[src/core/sltc_consts.svh]
// Register map, field positions and reset values of the link transmit configuration bank
`ifndef SLTC_CONSTS_SVH
`define SLTC_CONSTS_SVH
// Printed offsets are register indices; byte address is four times the index
`define SLTC_IDX_PACKING 7'h4b
`define SLTC_IDX_BOOST 7'h4d
`define SLTC_IDX_REGULATOR 7'h50
`define SLTC_IDX_IDENT 7'h51
`define SLTC_IDX_SCRAMBLE 7'h52
`define SLTC_REG_RESET 16'h0000
`define SLTC_PAD_BIT 8
`define SLTC_CPL_HI 7
`define SLTC_CPL_LO 5
`define SLTC_BOOST_HI 7
`define SLTC_BOOST_LO 4
`define SLTC_REGBOOST_BIT 1
`define SLTC_CHIP_HI 15
`define SLTC_CHIP_LO 8
`define SLTC_BANK_HI 4
`define SLTC_BANK_LO 0
`define SLTC_SCR_BIT 7
`define SLTC_CPL_FOUR 3'b000
`define SLTC_CPL_EIGHT 3'b001
`define SLTC_CPL_TWO 3'b100
`define SLTC_LANES_FOUR 8'h0f
`define SLTC_LANES_TWO 8'h03
`define SLTC_LANES_ALL 8'hff
`define SLTC_CONV_FOUR 4'h4
`define SLTC_CONV_EIGHT 4'h8
`define SLTC_CONV_TWO 4'h2
`define SLTC_SAMPLE_PAD_BITS 5'h10
// Extra driver current per boost step, in microamps (0.25 mA)
`define SLTC_BOOST_STEP_UA 12'h0fa
`define SLTC_HTRANS_NONSEQ 2'b10
`define SLTC_HSIZE_WORD 3'b010
`define SLTC_RESP_OKAY 1'b0
`endif

[src/core/sltc_pkg.sv]
// Types shared by the link transmit configuration bank
package sltc_pkg;
	typedef logic [15:0] sltc_reg_t;
	typedef enum logic [2:0] {
		SLTC_SEL_NONE = 3'b001,
		SLTC_SEL_WRITE = 3'b010,
		SLTC_SEL_READ = 3'b100
	} sltc_phase_t;
endpackage

[src/core/sltc_boost_calc.sv]
// Pre-emphasis current from the drive boost level
`timescale 1ns/10ps
`include "sltc_consts.svh"
module sltc_boost_calc (
	input wire logic [3:0] level,
	output logic [11:0] extra_current_ua,
	output logic boost_enabled
);
	import sltc_pkg::*;

	// Level times step; 15 steps fit in twelve bits
	always_comb begin
		extra_current_ua = 12'(level * `SLTC_BOOST_STEP_UA);
		boost_enabled = (level != 4'h0);
	end
endmodule

[src/core/sltc_lane_map.sv]
// Converters-per-lane decode into lane power and converter count
`timescale 1ns/10ps
`include "sltc_consts.svh"
module sltc_lane_map #(
	parameter int LANES = 8
) (
	input wire logic [2:0] cpl_code,
	output logic [LANES-1:0] lane_active,
	output logic [3:0] conv_per_lane,
	output logic code_valid
);
	import sltc_pkg::*;

	// Decode tables below are written for eight lanes only
	if (LANES != 8) begin : g_lanes_bad
		$error("sltc_lane_map serves eight lanes only");
	end

	// Invalid codes power every lane down rather than guess a mapping
	always_comb begin
		lane_active = '0;
		conv_per_lane = 4'h0;
		code_valid = 1'b0;
		unique case (cpl_code)
			`SLTC_CPL_FOUR: begin
				lane_active = `SLTC_LANES_FOUR;
				conv_per_lane = `SLTC_CONV_FOUR;
				code_valid = 1'b1;
			end
			`SLTC_CPL_EIGHT: begin
				lane_active = `SLTC_LANES_TWO;
				conv_per_lane = `SLTC_CONV_EIGHT;
				code_valid = 1'b1;
			end
			`SLTC_CPL_TWO: begin
				lane_active = `SLTC_LANES_ALL;
				conv_per_lane = `SLTC_CONV_TWO;
				code_valid = 1'b1;
			end
			default: begin
				lane_active = '0;
				conv_per_lane = 4'h0;
				code_valid = 1'b0;
			end
		endcase
	end
endmodule

[src/core/sltc_regs.sv]
// AHB-Lite register bank configuring the link transmitter
`timescale 1ns/10ps
`include "sltc_consts.svh"
// Functional notes
// - Padding bit clear packs densely; set pads each sample to 16 bits.
// - Code 000: four converters per lane, four lanes on, four off.
// - Code 001: eight converters per lane, two lanes on, six off.
// - Code 100: two converters per lane, all eight lanes on.
// - Pre-emphasis current is level times 0.25 mA; zero disables it.
// - Regulator boost bit raises link PLL regulator; clear keeps default.
// - Bits 15-8 of identifier register override the chip number.
// - Bits 4-0 of identifier register override the bank number.
// - Scrambler bit 7 enables payload scrambling; clear bypasses it.
module sltc_regs #(
	parameter int LANES = 8
) (
	input wire logic hclk,
	input wire logic hresetn,
	input wire logic hsel,
	input wire logic [31:0] haddr,
	input wire logic [1:0] htrans,
	input wire logic hwrite,
	input wire logic [2:0] hsize,
	input wire logic hready,
	input wire logic [31:0] hwdata,
	output logic [31:0] hrdata,
	output logic hreadyout,
	output logic hresp,
	output logic two_octet_padding_en,
	output logic [4:0] sample_width_bits,
	output logic [LANES-1:0] lane_active,
	output logic [3:0] conv_per_lane,
	output logic lane_code_valid,
	output logic [3:0] drive_boost_level,
	output logic [11:0] drive_boost_current_ua,
	output logic drive_boost_on,
	output logic link_pll_regulator_boost,
	output logic [7:0] link_chip_number,
	output logic [4:0] link_bank_number,
	output logic payload_scramble_on
);
	import sltc_pkg::*;

	localparam int NREGS = 5;

	// Lane decode is fixed at eight lanes; refuse anything else at elaboration
	if (LANES != 8) begin : g_lanes_bad
		$error("sltc_regs serves eight lanes only");
	end

	sltc_reg_t regs_q [NREGS];
	sltc_phase_t phase_q;
	logic [2:0] widx_q;
	logic [31:0] rdata_q;
	logic [6:0] aidx;
	logic [2:0] slot;
	logic hit;
	logic take;
	logic [2:0] cpl_code;

	// Map a register index to its storage slot; NREGS means unmapped
	function automatic logic [2:0] slot_of(input logic [6:0] idx);
		logic [2:0] s;
		s = 3'(NREGS);
		unique case (idx)
			`SLTC_IDX_PACKING: s = 3'd0;
			`SLTC_IDX_BOOST: s = 3'd1;
			`SLTC_IDX_REGULATOR: s = 3'd2;
			`SLTC_IDX_IDENT: s = 3'd3;
			`SLTC_IDX_SCRAMBLE: s = 3'd4;
			default: s = 3'(NREGS);
		endcase
		return s;
	endfunction

	// Address phase decode; unmapped words read zero and ignore writes
	assign aidx = haddr[8:2];
	assign slot = slot_of(aidx);
	assign hit = (haddr[31:9] == 23'h00_0000) && (haddr[1:0] == 2'b00) && (slot != 3'(NREGS));
	assign take = hsel && hready && (htrans == `SLTC_HTRANS_NONSEQ) && (hsize == `SLTC_HSIZE_WORD);

	// Zero wait states, always OKAY
	assign hreadyout = 1'b1;
	assign hresp = `SLTC_RESP_OKAY;
	assign hrdata = rdata_q;

	// Phase tracker for the pending data phase
	always_ff @(posedge hclk or negedge hresetn) begin
		if (!hresetn) begin
			phase_q <= SLTC_SEL_NONE;
			widx_q <= 3'd0;
		end else if (hready) begin
			if (take && hit && hwrite) begin
				phase_q <= SLTC_SEL_WRITE;
				widx_q <= slot;
			end else if (take && hit) begin
				phase_q <= SLTC_SEL_READ;
				widx_q <= slot;
			end else begin
				phase_q <= SLTC_SEL_NONE;
				widx_q <= 3'd0;
			end
		end
	end

	// Read data captured at the address phase, valid through the data phase
	always_ff @(posedge hclk or negedge hresetn) begin
		if (!hresetn) begin
			rdata_q <= 32'h0000_0000;
		end else if (take && hit && !hwrite) begin
			rdata_q <= {16'h0000, regs_q[slot]};
		end else if (take) begin
			rdata_q <= 32'h0000_0000;
		end
	end

	// Register storage; reserved bits stored as written
	genvar gi;
	generate
		for (gi = 0; gi < NREGS; gi++) begin : g_reg
			always_ff @(posedge hclk or negedge hresetn) begin
				if (!hresetn) begin
					regs_q[gi] <= `SLTC_REG_RESET;
				end else if (phase_q == SLTC_SEL_WRITE && widx_q == 3'(gi)) begin
					regs_q[gi] <= hwdata[15:0];
				end
			end
		end
	endgenerate

	// Field outputs straight from register flops
	assign two_octet_padding_en = regs_q[0][`SLTC_PAD_BIT];
	// Zero width means dense packing, the sample keeps its native size
	assign sample_width_bits = two_octet_padding_en ? `SLTC_SAMPLE_PAD_BITS : 5'h00;
	assign drive_boost_level = regs_q[1][`SLTC_BOOST_HI:`SLTC_BOOST_LO];
	assign link_pll_regulator_boost = regs_q[2][`SLTC_REGBOOST_BIT];
	assign link_chip_number = regs_q[3][`SLTC_CHIP_HI:`SLTC_CHIP_LO];
	assign link_bank_number = regs_q[3][`SLTC_BANK_HI:`SLTC_BANK_LO];
	assign payload_scramble_on = regs_q[4][`SLTC_SCR_BIT];

	// Converters-per-lane field as stored
	assign cpl_code = regs_q[0][`SLTC_CPL_HI:`SLTC_CPL_LO];

	// Lane map trusts the host for legal codes and flags others
	sltc_lane_map #(
		.LANES(LANES)
	) u_lane_map (
		.cpl_code(cpl_code),
		.lane_active(lane_active),
		.conv_per_lane(conv_per_lane),
		.code_valid(lane_code_valid)
	);

	sltc_boost_calc u_boost (
		.level(drive_boost_level),
		.extra_current_ua(drive_boost_current_ua),
		.boost_enabled(drive_boost_on)
	);
endmodule
[config.mk]
export PLATFORM = sky130hd
export DESIGN_NAME = sltc_regs
export DESIGN_NICKNAME = d
export VERILOG_FILES = /design/src/core/sltc_pkg.sv /design/src/core/sltc_boost_calc.sv /design/src/core/sltc_lane_map.sv /design/src/core/sltc_regs.sv
export VERILOG_INCLUDE_DIRS = /design/src /design/src/core
export SDC_FILE = /design/constraint.sdc
export NUM_CORES = 1
export LEC_CHECK = 0
export BUFFER_PORTS_ARGS = -buffer_cell sky130_fd_sc_hd__buf_2
export CAP_MARGIN = 20
export CORE_UTILIZATION = 45
export DETAILED_ROUTE_END_ITERATION = 8
export GPL_TIMING_DRIVEN = 0
export HOLD_SLACK_MARGIN = 0.12
export PLACE_DENSITY = 0.79
export SLEW_MARGIN = 5
export SYNTH_ARGS = -nofsm -noshare
export SYNTH_HDL_FRONTEND = slang
export SYNTH_HIERARCHICAL = 1
export SYNTH_SLANG_ARGS = --single-unit
[constraint.sdc]
create_clock -name hclk -period 3.3 [get_ports hclk]
set_input_delay 0.66 -clock hclk [delete_from_list [all_inputs] [get_ports hclk]]
set_output_delay 0.66 -clock hclk [all_outputs]
set_load 0.01 [all_outputs]
Word-level counts from Yosys, hierarchy flattened. Index checks and enable logic that the tools add are counted.

Register bits: 118. Input port bits: 74. Output and inout port bits: 85. Logic and storage cells: 61.

$mul: 1. Magnitude comparators: 1. Equality and inequality tests: 15. Muxes and demuxes: 14. Bitwise logic cells: 1. Reductions and logical operators: 21.

Operators with widths (number): 2-to-1 mux 32 bit (2); binary-select mux 16 bit (select 3 bit) (1); equality test 7 bit (second input constant) (5); 2-to-1 mux 16 bit (2); case mux 8 bit (3 select lines) (1); zero test 23 bit (1); case mux 3 bit (5 select lines) (1); logical AND 1 bit (13); equality test 3 x 2 -> 1 bit (second input constant) (4); 2-to-1 mux 3 bit (4); case mux 4 bit (3 select lines) (1); multiplier 4 x 7 -> 11 bit (second input constant) (1); equality test 3 x 1 -> 1 bit (second input constant) (2); equality test 3 bit (second input constant) (2); zero test 3 bit (2); 2-to-1 mux 5 bit (1); greater-or-equal comparator 4 bit (second input constant) (1); inverter 3 -> 4 bit (1); nonzero test 4 bit (1); != test 3 bit (second input constant) (1); OR reduction 3 bit (1); equality test 2 bit (second input constant) (1); zero test 2 bit (1); nonzero test 2 bit (1); 2 further kinds (2).

Depth between registers and ports, before layout. Gate-level depths: netlist (run 1).

Word-level depth: 7. Gate-level depth with buffers: 9. Depth with buffers taken out: 8.

Hierarchy. Netlist (run 1), hierarchy kept.

By module, submodules not included: sltc_regs (instances 1, cells an instance 428, area each 4994.8 um^2); sltc_boost_calc (instances 1, cells an instance 59, area each 569.3 um^2); sltc_lane_map (instances 1, cells an instance 14, area each 102.6 um^2).

Least setup slack after synthesis (run 1). OpenSTA, ideal clock, no wires.

Path type: flip-flop to output port. From: register regs_q (netlist bit drive_boost_level[1]). To: output port drive_boost_current_ua[11]. Data arrival time: 2.719 ns. Data required time: 2.640 ns. Setup slack: -0.079 ns. Stages on the path, launching flop included: 8. Buffers on the path: 0. Cells stage by stage: dfrtp_1 > fa_1 > fa_1 > ha_1 > and2_4 > a221oi_2 > a211oi_1 > nor3b_2.

Longest elaborated chain between the ends: 1.

RTL lines: from (decl) (RTL line sltc_regs.sv:51) `sltc_reg_t regs_q [NREGS];`; from (signal, indexed assignment) (RTL line sltc_regs.sv:123) `` regs_q[gi] <= `SLTC_REG_RESET; ``; from (signal, indexed assignment) (RTL line sltc_regs.sv:125) `regs_q[gi] <= hwdata[15:0];`; multiplier 4 x 7 -> 11 bit (no line); to (decl) (RTL line sltc_regs.sv:35) `output logic [11:0] drive_boost_current_ua,`.

Every way passes these cells.

Final worst setup path (run 1). Ends and elaborated chain as after synthesis.

==> flow_summary.html, run 1 <==
<table>
<tr><th>Metric</th><th>Value</th></tr>
<tr><th colspan="2">Run status</th></tr>
<tr><td>Result of the run</td><td>finished with violations</td></tr>
<tr><td>Violated checks</td><td>setup timing</td></tr>
<tr><th colspan="2">Clocking</th></tr>
<tr><td>Worst skew pair latency</td><td>approximately 0.35 ns</td></tr>
<tr><td>Clock slew at reported path FFs</td><td>around 0.07 ns</td></tr>
<tr><td>Number of clock buffers inserted by TritonCTS</td><td>9</td></tr>
<tr><td>Clock H-tree levels</td><td>3</td></tr>
<tr><td>Number of sinks on the clock net</td><td>just over 100</td></tr>
<tr><td>Number of buffers on the longest clock path</td><td>2</td></tr>
<tr><td>CTS tree</td><td>built</td></tr>
<tr><td>Clk root buf</td><td>sky130_fd_sc_hd__clkbuf_16</td></tr>
<tr><th colspan="2">Global routing</th></tr>
<tr><td>Largest net degree at the start of global routing</td><td>just over 70</td></tr>
<tr><td>Met1 track demand over resource</td><td>between 20% and 30%</td></tr>
<tr><td>Aggregate global routing overflow</td><td>0</td></tr>
<tr><td>Met2 track demand over resource</td><td>~40%</td></tr>
<tr><td>Total global routing track utilization</td><td>a little under a quarter</td></tr>
<tr><td>Met3 Resource Use GR</td><td>between 4 and 5%</td></tr>
<tr><td>Global-route wire length before repair</td><td>between 20 and 25 mm</td></tr>
<tr><td>Vias in the first global route</td><td>about 4,400</td></tr>
<tr><td>Antenna violations before repair</td><td>0</td></tr>
<tr><td>Busiest layer in global routing</td><td>met2</td></tr>
<tr><th colspan="2">Final layout</th></tr>
<tr><td>Most used cells in the layout excluding fill and tap cells</td><td>sky130_fd_sc_hd__buf_2 (115), sky130_fd_sc_hd__dfrtp_1 (98), sky130_fd_sc_hd__mux2_2 (80), sky130_fd_sc_hd__buf_4 (62), sky130_fd_sc_hd__nand3_1 (37)</td></tr>
<tr><td>Fill cells</td><td>1,008</td></tr>
<tr><td>Net count reported at finish</td><td>752</td></tr>
<tr><td>Final standard cell count with taps included and fillers excluded</td><td>829</td></tr>
<tr><td>Most common cell after layout, fill and taps aside</td><td>sky130_fd_sc_hd__buf_2</td></tr>
<tr><td>Fraction of layout cells with a size suffix above 1</td><td>a little under half</td></tr>
<tr><td>Diode insertion count for antenna repair</td><td>0</td></tr>
<tr><td>Area growth from synthesis to layout</td><td>24.0%</td></tr>
<tr><th colspan="2">Synth</th></tr>
<tr><td>Total standard cell area after synthesis</td><td>~0.0057 mm²</td></tr>
<tr><td>Avg Inst Size Synth</td><td>11.3 µm²</td></tr>
<tr><td>Combinational family with the most area after synthesis</td><td>multiplexers</td></tr>
<tr><td>Synth Area in Compound Gates</td><td>a little over a tenth</td></tr>
<tr><td>Adder and majority cell fraction of the synthesized area</td><td>under 10%</td></tr>
<tr><td>Synthesized-area fraction occupied by and/or/nand/nor cells</td><td>roughly 11%</td></tr>
<tr><td>Synth Warn #</td><td>6</td></tr>
<tr><td>Fraction of the yosys area taken by sequential cells</td><td>around 45%</td></tr>
<tr><td>Register bit count reported by yosys</td><td>102</td></tr>
<tr><td>Number of enable flip-flop cells after synthesis</td><td>0</td></tr>
<tr><td>Proportion of synthesized area in mux cells</td><td>between 10% and 20%</td></tr>
<tr><td>Unique masters post-synth</td><td>55</td></tr>
<tr><td>Number of cells produced by synthesis</td><td>501</td></tr>
<tr><td>Prevailing post-synth register cell</td><td>sky130_fd_sc_hd__dfrtp_1</td></tr>
<tr><td>Area share of xor/xnor cells in the synthesized design</td><td>less than 1%</td></tr>
<tr><td>Share of async-settable or async-resettable flops after synthesis</td><td>100%</td></tr>
<tr><th colspan="2">Critical path</th></tr>
<tr><td>Data required time at the worst endpoint</td><td>between 2 and 3 ns</td></tr>
<tr><td>Max Fanout on Critical Path</td><td>5</td></tr>
<tr><td>Arrival time of data at the critical path endpoint</td><td>3.00 ns</td></tr>
<tr><td>Critical path start-end classification</td><td>reg2out</td></tr>
<tr><td>Kind of capture point of the worst setup path</td><td>output pin</td></tr>
<tr><td>Kind of launch point of the worst setup path</td><td>flip-flop</td></tr>
<tr><th colspan="2">Floorplan</th></tr>
<tr><td>CORE AREA</td><td>between 0.01 and 0.015 mm²</td></tr>
<tr><td>Count of pins on the block boundary</td><td>~160</td></tr>
<tr><td>Initial core utilization</td><td>between 40% and 50%</td></tr>
<tr><td>Die span in x</td><td>114 µm</td></tr>
<tr><td>Cell row count</td><td>40</td></tr>
<tr><td>Die Y-Extent</td><td>about 110 µm</td></tr>
<tr><td>Floorplan die area</td><td>approximately 0.013 mm²</td></tr>
<tr><th colspan="2">STA</th></tr>
<tr><td>Tightest slew margin relative to the limit</td><td>roughly 30%</td></tr>
<tr><td>Post-route worst setup slack</td><td>-0.363 ns</td></tr>
<tr><td>Final clock skew</td><td>0.00975 ns</td></tr>
<tr><td>Final hold violation count</td><td>0</td></tr>
<tr><td>Transition at the pin with the smallest max-transition slack</td><td>~1.0 ns</td></tr>
<tr><td>Final critical-path share of the clock period</td><td>111%</td></tr>
<tr><td>Total setup violations reported at the end of the flow</td><td>4</td></tr>
<tr><td>RSZ-0062 raised after global routing</td><td>true</td></tr>
<tr><td>Final critical path time including I/O delays and setup</td><td>approximately 3.7 ns</td></tr>
<tr><td>Max Clk Rate</td><td>between 200 and 300 MHz</td></tr>
<tr><td>Final count of pins violating max slew</td><td>0</td></tr>
<tr><th colspan="2">Power</th></tr>
<tr><td>Pwr/cell area</td><td>445 mW/mm²</td></tr>
<tr><td>Total Power Consumption</td><td>0.00313 W</td></tr>
<tr><td>Pleak</td><td>between 3 and 4 nW</td></tr>
<tr><td>Peak VDD IR</td><td>241 µV</td></tr>
<tr><th colspan="2">Drt</th></tr>
<tr><td>Routed Wire Length</td><td>14.5 mm</td></tr>
<tr><td>Number of detailed-routing iterations run before antenna repair</td><td>5</td></tr>
<tr><td>Vias/cell</td><td>5.42</td></tr>
<tr><td>Average wire length per cell after detail routing</td><td>between 15 and 20 µm</td></tr>
<tr><td>Routed Antenna Nets</td><td>0</td></tr>
<tr><td>1st-iter DRT viols</td><td>roughly 320</td></tr>
<tr><td># DRC</td><td>0</td></tr>
<tr><td>Vias</td><td>4,490</td></tr>
<tr><th colspan="2">Placement</th></tr>
<tr><td>Number of buffer cells added on primary ports</td><td>about 110</td></tr>
<tr><td>Global placement routability congestion</td><td>about 0.83</td></tr>
<tr><td>Number of cells in the design after placement</td><td>between 800 and 900</td></tr>
<tr><td>Placed wire-length estimate after detailed placement</td><td>10.0 mm</td></tr>
<tr><th colspan="2">Run</th></tr>
<tr><td>Number of max-cap violations</td><td>0</td></tr>
<tr><th colspan="2">Min path</th></tr>
<tr><td>Path class of the lowest-slack min-delay path</td><td>in2async</td></tr>
</table>
state kept, by name, summed over array words and instances, names as in the netlist, 3 cells and up:
signal             flops
regs_q                57
hrdata                16
link_chip_number       8
link_bank_number       5
drive_boost_level      4
cpl_code               3
phase_q                3
widx_q                 3
cells in the mapped netlist (all sizes together), types with 3 or more instances:
cell type	instances	share of area, %
dfrtp	101	45
mux2	80	16
buf	57	7.7
nand3	37	3.3
o21ai	22	1.9
a21oi	20	1.8
nand2	20	1.3
nor2	19	1.3
clkbuf	17	1.1
ha	15	3.3
inv	15	0.99
o22a	15	2.3
o31ai	15	2.6
fa	7	2.5
nor4	7	0.88
conb	4	0.26
nor3b	4	0.79
o22ai	4	0.44
nand4b	3	0.57
nor3	3	0.26
or3b	3	0.46
xnor2	3	0.46
xor2	3	0.46
power by group:
part / total [W] / switching [W] / leakage (nW) / internal (W)
Clock: 0.00117 / 0.000462 / 0.162 / 0.000706
Sequential: 0.00134 / 0.0000395 / 1.27 / 0.00130
Combinational: 0.000620 / 0.000306 / 1.94 / 0.000314
Total: 0.00313 / 0.000807 / 3.37 / 0.00232
routing by layer:
layer,up-vias,share of wire (%)
met5,-,0
met4,0,2.2
met3,37,6.1
li1,2028,-
met1,2214,41
met2,211,51
final timing paths:
check / start / to / slack, ns / depth (start not counted)
min in group hclk: hrdata[11] / hrdata[11] / 0.49 / 2
worst max register to register: widx_q[0] / regs_q[14] / 0.72 / 5
max in group asynchronous: hresetn / link_chip_number[2] / 2.37 / 2
worst min-delay path: hresetn / hrdata[8] / 0.25 / 1
worst min register to register: hrdata[11] / hrdata[11] / 0.49 / 2
worst max-delay path: drive_boost_level[1] / drive_boost_current_ua[11] / -0.36 / 8
worst max-delay path, stage by stage, from the launching register on:
cell,delay [ns]
sky130_fd_sc_hd__dfrtp_2,0.45
sky130_fd_sc_hd__fa_2,0.62
sky130_fd_sc_hd__fa_1,0.46
sky130_fd_sc_hd__ha_4,0.24
sky130_fd_sc_hd__and2_4,0.17
sky130_fd_sc_hd__a221oi_4,0.27
sky130_fd_sc_hd__a211oi_2,0.12
sky130_fd_sc_hd__nor3b_2,0.18
sky130_fd_sc_hd__buf_2,0.14
metrics by stage:
step / hold WS (ns) / area, µm² / util, % / setup TNS (ns) / setup slack, ns
after global routing: 0.276 / 7030 / 57.8 / -1.63 / -0.467
after global placement: 0.464 / 6560 / 53.9 / -0.391 / -0.148
after detailed placement: 0.471 / 6590 / 54.2 / -0.510 / -0.198
final: 0.249 / 7030 / 57.8 / -1.11 / -0.363
after CTS: 0.258 / 7000 / 57.5 / -1.08 / -0.352
after floorplan: 0.364 / 5780 / - / 0 / 0.00901
cells by family after synthesis:
group                    after synthesis
AO/OA/AOI/OAI                         87
XOR/XNOR                               6
adder cells (fa/ha/maj)               22
buffers and inverters                 89
flip-flops                           102
multiplexers                          81
other                                  4
AND/OR/NAND/NOR                      110
repair_timing:
action,4_1_cts,5_1_grt
hold buffers,0,0
gates resized for setup,4,5
setup buffers,7,2
pin swaps,8,2
setup endpoints to repair,5,5
gates cloned,0,0
cell type report:
type	count	area, µm²	share of cell area (%)
plain buffers	74	498	7.09
clock buffers	11	253	3.60
clock inverters	5	81.3	1.16
inverters	15	56.3	0.801
multi-input cells	330	2700	38.5
flip-flops and latches	102	2560	36.4
well taps	168	210	2.99
repair buffers	124	668	9.51
Power figures use the tool's default switching activity.
==> run 2: changes to the inputs <==
PLACE_DENSITY = 0.76   (was 0.79)
clock period = 3.6 ns   (was 3.3 ns; I/O delays follow)
==> run 2 against run 1 <==
Net effect:
- the flow still finishes with violations (setup timing)
- first-iteration DRC count fell by 20%
- via count shrank 2.6%
- power fell by 12%
- global-route usage decreased by 0.11 points
- wire length fell by 3.1%
- clock skew fell by 0.0036 ns
- sequential power shrank 9%
- worst setup slack gained 0.15 ns
- highest routed layer unchanged
==> flow_summary.html, run 2 (synthesized netlist as in run 1, its figures left out) <==
<table>
<tr><th>Metric</th><th>Value</th></tr>
<tr><th colspan="2">Critical path</th></tr>
<tr><td>Arrival time of data at the critical path endpoint</td><td>3.09 ns (was 3.00 ns)</td></tr>
<tr><td>Delay contributed by the slowest stage of the critical path</td><td>0.63 ns (was 0.62 ns)</td></tr>
<tr><td>Critical path start-end classification</td><td>reg2out (unchanged)</td></tr>
<tr><td>Data required time at the worst endpoint</td><td>2.88 ns (was 2.64 ns)</td></tr>
<tr><td>Worst path cell trace</td><td>fa_2 -&gt; fa_1 -&gt; ha_4 -&gt; and2_4 -&gt; a221oi_4 -&gt; nand4_1 -&gt; nor3b_2 -&gt; buf_2 (was fa_2 -&gt; fa_1 -&gt; ha_4 -&gt; and2_4 -&gt; a221oi_4 -&gt; a211oi_2 -&gt; nor3b_2 -&gt; buf_2)</td></tr>
<tr><td>Kind of capture point of the worst setup path</td><td>output pin (unchanged)</td></tr>
<tr><td>Slowest cell on the critical path</td><td>sky130_fd_sc_hd__fa_2 (unchanged)</td></tr>
<tr><td>Count of buffering cells on the critical path with inverters included</td><td>1 (unchanged)</td></tr>
<tr><td>Cell class contributing the biggest share of worst-path delay</td><td>adder cells (unchanged)</td></tr>
<tr><td>Max Fanout on Critical Path</td><td>4 (was 5)</td></tr>
<tr><td>Kind of launch point of the worst setup path</td><td>flip-flop (unchanged)</td></tr>
<tr><th colspan="2">Clocking</th></tr>
<tr><td>Number of buffers on the longest clock path</td><td>2 (unchanged)</td></tr>
<tr><td>Clk root buf</td><td>sky130_fd_sc_hd__clkbuf_16 (unchanged)</td></tr>
<tr><td>Number of clock buffers inserted by TritonCTS</td><td>9 (unchanged)</td></tr>
<tr><td># hold bufs at CTS</td><td>0 (unchanged)</td></tr>
<tr><td>Number of sinks on the clock net</td><td>102 (unchanged)</td></tr>
<tr><td>Clock H-tree levels</td><td>3 (unchanged)</td></tr>
<tr><td>Worst skew pair latency</td><td>0.35 ns (about the same)</td></tr>
<tr><td>CTS tree</td><td>built (unchanged)</td></tr>
<tr><td>Clock slew at reported path FFs</td><td>0.07 ns (about the same)</td></tr>
<tr><th colspan="2">Run status</th></tr>
<tr><td>Violated checks</td><td>setup timing (unchanged)</td></tr>
<tr><td>Result of the run</td><td>finished with violations (unchanged)</td></tr>
<tr><th colspan="2">Final layout</th></tr>
<tr><td>Area growth from synthesis to layout</td><td>23.0% (was 24.0%)</td></tr>
<tr><td>Fraction of layout cells with a size suffix above 1</td><td>46.6% (was 47.2%)</td></tr>
<tr><td>Flip-flop count of the largest register, all copies and words added</td><td>57 (unchanged)</td></tr>
<tr><td>Final standard cell count with taps included and fillers excluded</td><td>827 (was 829)</td></tr>
<tr><td>Most used cells in the layout excluding fill and tap cells</td><td>sky130_fd_sc_hd__buf_2 (115), sky130_fd_sc_hd__dfrtp_1 (98), sky130_fd_sc_hd__mux2_2 (80), sky130_fd_sc_hd__buf_4 (60), sky130_fd_sc_hd__nand3_1 (37) (was sky130_fd_sc_hd__buf_2 (115), sky130_fd_sc_hd__dfrtp_1 (98), sky130_fd_sc_hd__mux2_2 (80), sky130_fd_sc_hd__buf_4 (62), sky130_fd_sc_hd__nand3_1 (37))</td></tr>
<tr><td>Most common cell after layout, fill and taps aside</td><td>sky130_fd_sc_hd__buf_2 (unchanged)</td></tr>
<tr><td>Combined area of the multi-input logic cells</td><td>0.00269 mm² (was 0.00270 mm²)</td></tr>
<tr><td>Diode insertion count for antenna repair</td><td>0 (unchanged)</td></tr>
<tr><td>Fill cells</td><td>1,052 (was 1,008)</td></tr>
<tr><td>Summed area of non-filler cells in the final layout</td><td>0.00697 mm² (was 0.00703 mm²)</td></tr>
<tr><td>Largest reg by FF count</td><td>regs_q (unchanged)</td></tr>
<tr><td>Total area of sequential cells</td><td>0.00256 mm² (unchanged)</td></tr>
<tr><td>Net count reported at finish</td><td>750 (was 752)</td></tr>
<tr><th colspan="2">Drt</th></tr>
<tr><td>Routed Antenna Nets</td><td>0 (unchanged)</td></tr>
<tr><td>Average wire length per cell after detail routing</td><td>17.0 µm (was 17.5 µm)</td></tr>
<tr><td>Vias</td><td>4,372 (was 4,490)</td></tr>
<tr><td>Vias/cell</td><td>5.29 (was 5.42)</td></tr>
<tr><td>Routed Wire Length</td><td>14.0 mm (was 14.5 mm)</td></tr>
<tr><td>Number of detailed-routing iterations run before antenna repair</td><td>4 (was 5)</td></tr>
<tr><td># DRC</td><td>0 (unchanged)</td></tr>
<tr><td>1st-iter DRT viols</td><td>252 (was 315)</td></tr>
<tr><th colspan="2">Run</th></tr>
<tr><td>Number of max-cap violations</td><td>0 (unchanged)</td></tr>
<tr><th colspan="2">STA</th></tr>
<tr><td>RSZ-0062 raised after global routing</td><td>true (unchanged)</td></tr>
<tr><td>Final count of pins violating max slew</td><td>0 (unchanged)</td></tr>
<tr><td>Final critical-path share of the clock period</td><td>106%</td></tr>
<tr><td>Final hold violation count</td><td>0 (unchanged)</td></tr>
<tr><td>Final critical path time including I/O delays and setup</td><td>~3.8 ns</td></tr>
<tr><td>Tightest slew margin relative to the limit</td><td>28.9% (was 30.2%)</td></tr>
<tr><td>Final clock skew</td><td>0.00612 ns (was 0.00975 ns)</td></tr>
<tr><td>Total setup violations reported at the end of the flow</td><td>3 (was 4)</td></tr>
<tr><td>Transition at the pin with the smallest max-transition slack</td><td>1.06 ns (was 1.04 ns)</td></tr>
<tr><td>Max Clk Rate</td><td>~260 MHz</td></tr>
<tr><td>Post-route worst setup slack</td><td>-0.213 ns (was -0.363 ns)</td></tr>
<tr><th colspan="2">Global routing</th></tr>
<tr><td>Antenna violations before repair</td><td>0 (unchanged)</td></tr>
<tr><td>Aggregate global routing overflow</td><td>0 (unchanged)</td></tr>
<tr><td>Vias in the first global route</td><td>4,421 (was 4,449)</td></tr>
<tr><td>Global-route wire length before repair</td><td>22.5 mm (was 22.7 mm)</td></tr>
<tr><td>Largest net degree at the start of global routing</td><td>71 (was 72)</td></tr>
<tr><td>Total global routing track utilization</td><td>22.6% (was 22.7%)</td></tr>
<tr><th colspan="2">Power</th></tr>
<tr><td>Peak VDD IR</td><td>230 µV (was 241 µV)</td></tr>
<tr><td>Pleak</td><td>3.33 nW (was 3.37 nW)</td></tr>
<tr><td>Pwr/cell area</td><td>396 mW/mm² (was 445 mW/mm²)</td></tr>
<tr><th colspan="2">Floorplan</th></tr>
<tr><td>Initial core utilization</td><td>46.6% (unchanged)</td></tr>
<tr><td>Cell row count</td><td>40 (unchanged)</td></tr>
<tr><td>CORE AREA</td><td>0.0122 mm² (unchanged)</td></tr>
<tr><td>Die Y-Extent</td><td>114 µm (unchanged)</td></tr>
<tr><td>Die span in x</td><td>114 µm (unchanged)</td></tr>
<tr><td>Count of pins on the block boundary</td><td>159 (unchanged)</td></tr>
<tr><td>Floorplan die area</td><td>0.0130 mm² (unchanged)</td></tr>
<tr><th colspan="2">Placement</th></tr>
<tr><td>Number of buffer cells added on primary ports</td><td>114 (unchanged)</td></tr>
<tr><td>Global placement routability congestion</td><td>0.861 (was 0.826)</td></tr>
<tr><td>Number of cells in the design after placement</td><td>804 (unchanged)</td></tr>
<tr><td>Placed wire-length estimate after detailed placement</td><td>9.84 mm (was 10.0 mm)</td></tr>
<tr><td>Placed instance area</td><td>0.00655 mm² (was 0.00659 mm²)</td></tr>
<tr><th colspan="2">Min path</th></tr>
<tr><td>Path class of the lowest-slack min-delay path</td><td>in2async (unchanged)</td></tr>
</table>
## run 2: changes by cell type in the layout (fill, tap and decap cells not counted), sizes merged
cell / previous run / this run
inv: 15 / 16
buf: 181 / 179
clkbuf: 28 / 27
bufinv: 2 / 1
clkinvlp: 1 / 2
## run 2: repair_timing
action / in CTS / in global routing
setup endpoints to repair: 5 / 4
resized for setup: 10 / 2
pin swaps: 7 / 2
gates cloned: 0 / 0
setup buffers: 6 / 1
## run 2: where the power goes
| group | switching, W | internal, W | leakage, nW |
|---|---|---|---|
| Combinational | 0.000279 | 0.000276 | 1.92 |
| Sequential | 0.0000340 | 0.00119 | 1.27 |
| Clock | 0.000433 | 0.000544 | 0.139 |
| Total | 0.000746 | 0.00201 | 3.33 |
## run 2: final timing paths
| kind | cells past startpoint | to | from | slack [ns] |
|---|---|---|---|---|
| min in group hclk | 2 | hrdata[1] | hrdata[1] | 0.48 |
| max in group asynchronous | 2 | phase_q[0] | hresetn | 2.55 |
| hold / removal | 1 | regs_q[12] | hresetn | 0.32 |
| setup / recovery | 8 | drive_boost_current_ua[11] | drive_boost_level[2] | -0.21 |
| hold reg to reg | 2 | hrdata[1] | hrdata[1] | 0.48 |
| setup reg to reg | 5 | regs_q[12] | widx_q[0] | 1.00 |
## run 2: cell type report
class / count / area share [%]
well taps: 168 / 3.02
multi-input cells: 330 / 38.6
repair buffers: 122 / 9.37
plain buffers: 74 / 7.15
inverters: 15 / 0.808
flip-flops and latches: 102 / 36.7
clock buffers: 10 / 3.29
clock inverters: 6 / 1.02
## run 2: stage by stage
stage | util (%) | TNS, ns | hold slack, ns | power [W] | setup slack, ns
6_report | 57.3 | -0.467 | 0.322 | 0.00276 | -0.213
4_1_cts | 57.2 | -0.374 | 0.329 | 0.00275 | -0.164
3_5_place_dp | 53.9 | -0.351 | 0.464 | 0.00173 | -0.172
5_1_grt | 57.3 | -0.654 | 0.346 | 0.00287 | -0.251
3_3_place_gp | 53.6 | -0.159 | 0.462 | 0.00171 | -0.0745
2_1_floorplan | - | 0 | 0.424 | 0.00155 | 0.161
## run 2: routing by layer
| metal | vias up | global-route usage (%) | wire length (µm) | part of all wire [%] |
|---|---|---|---|---|
| li1 | 2024 | - | - | - |
| met4 | 0 | 11.3 | 443 | 3.2 |
| met3 | 36 | 2.96 | 721 | 5.1 |
| met5 | - | 0 | 0 | 0 |
| met1 | 2150 | 28.8 | 5990 | 43 |
| met2 | 162 | 38.1 | 6880 | 49 |
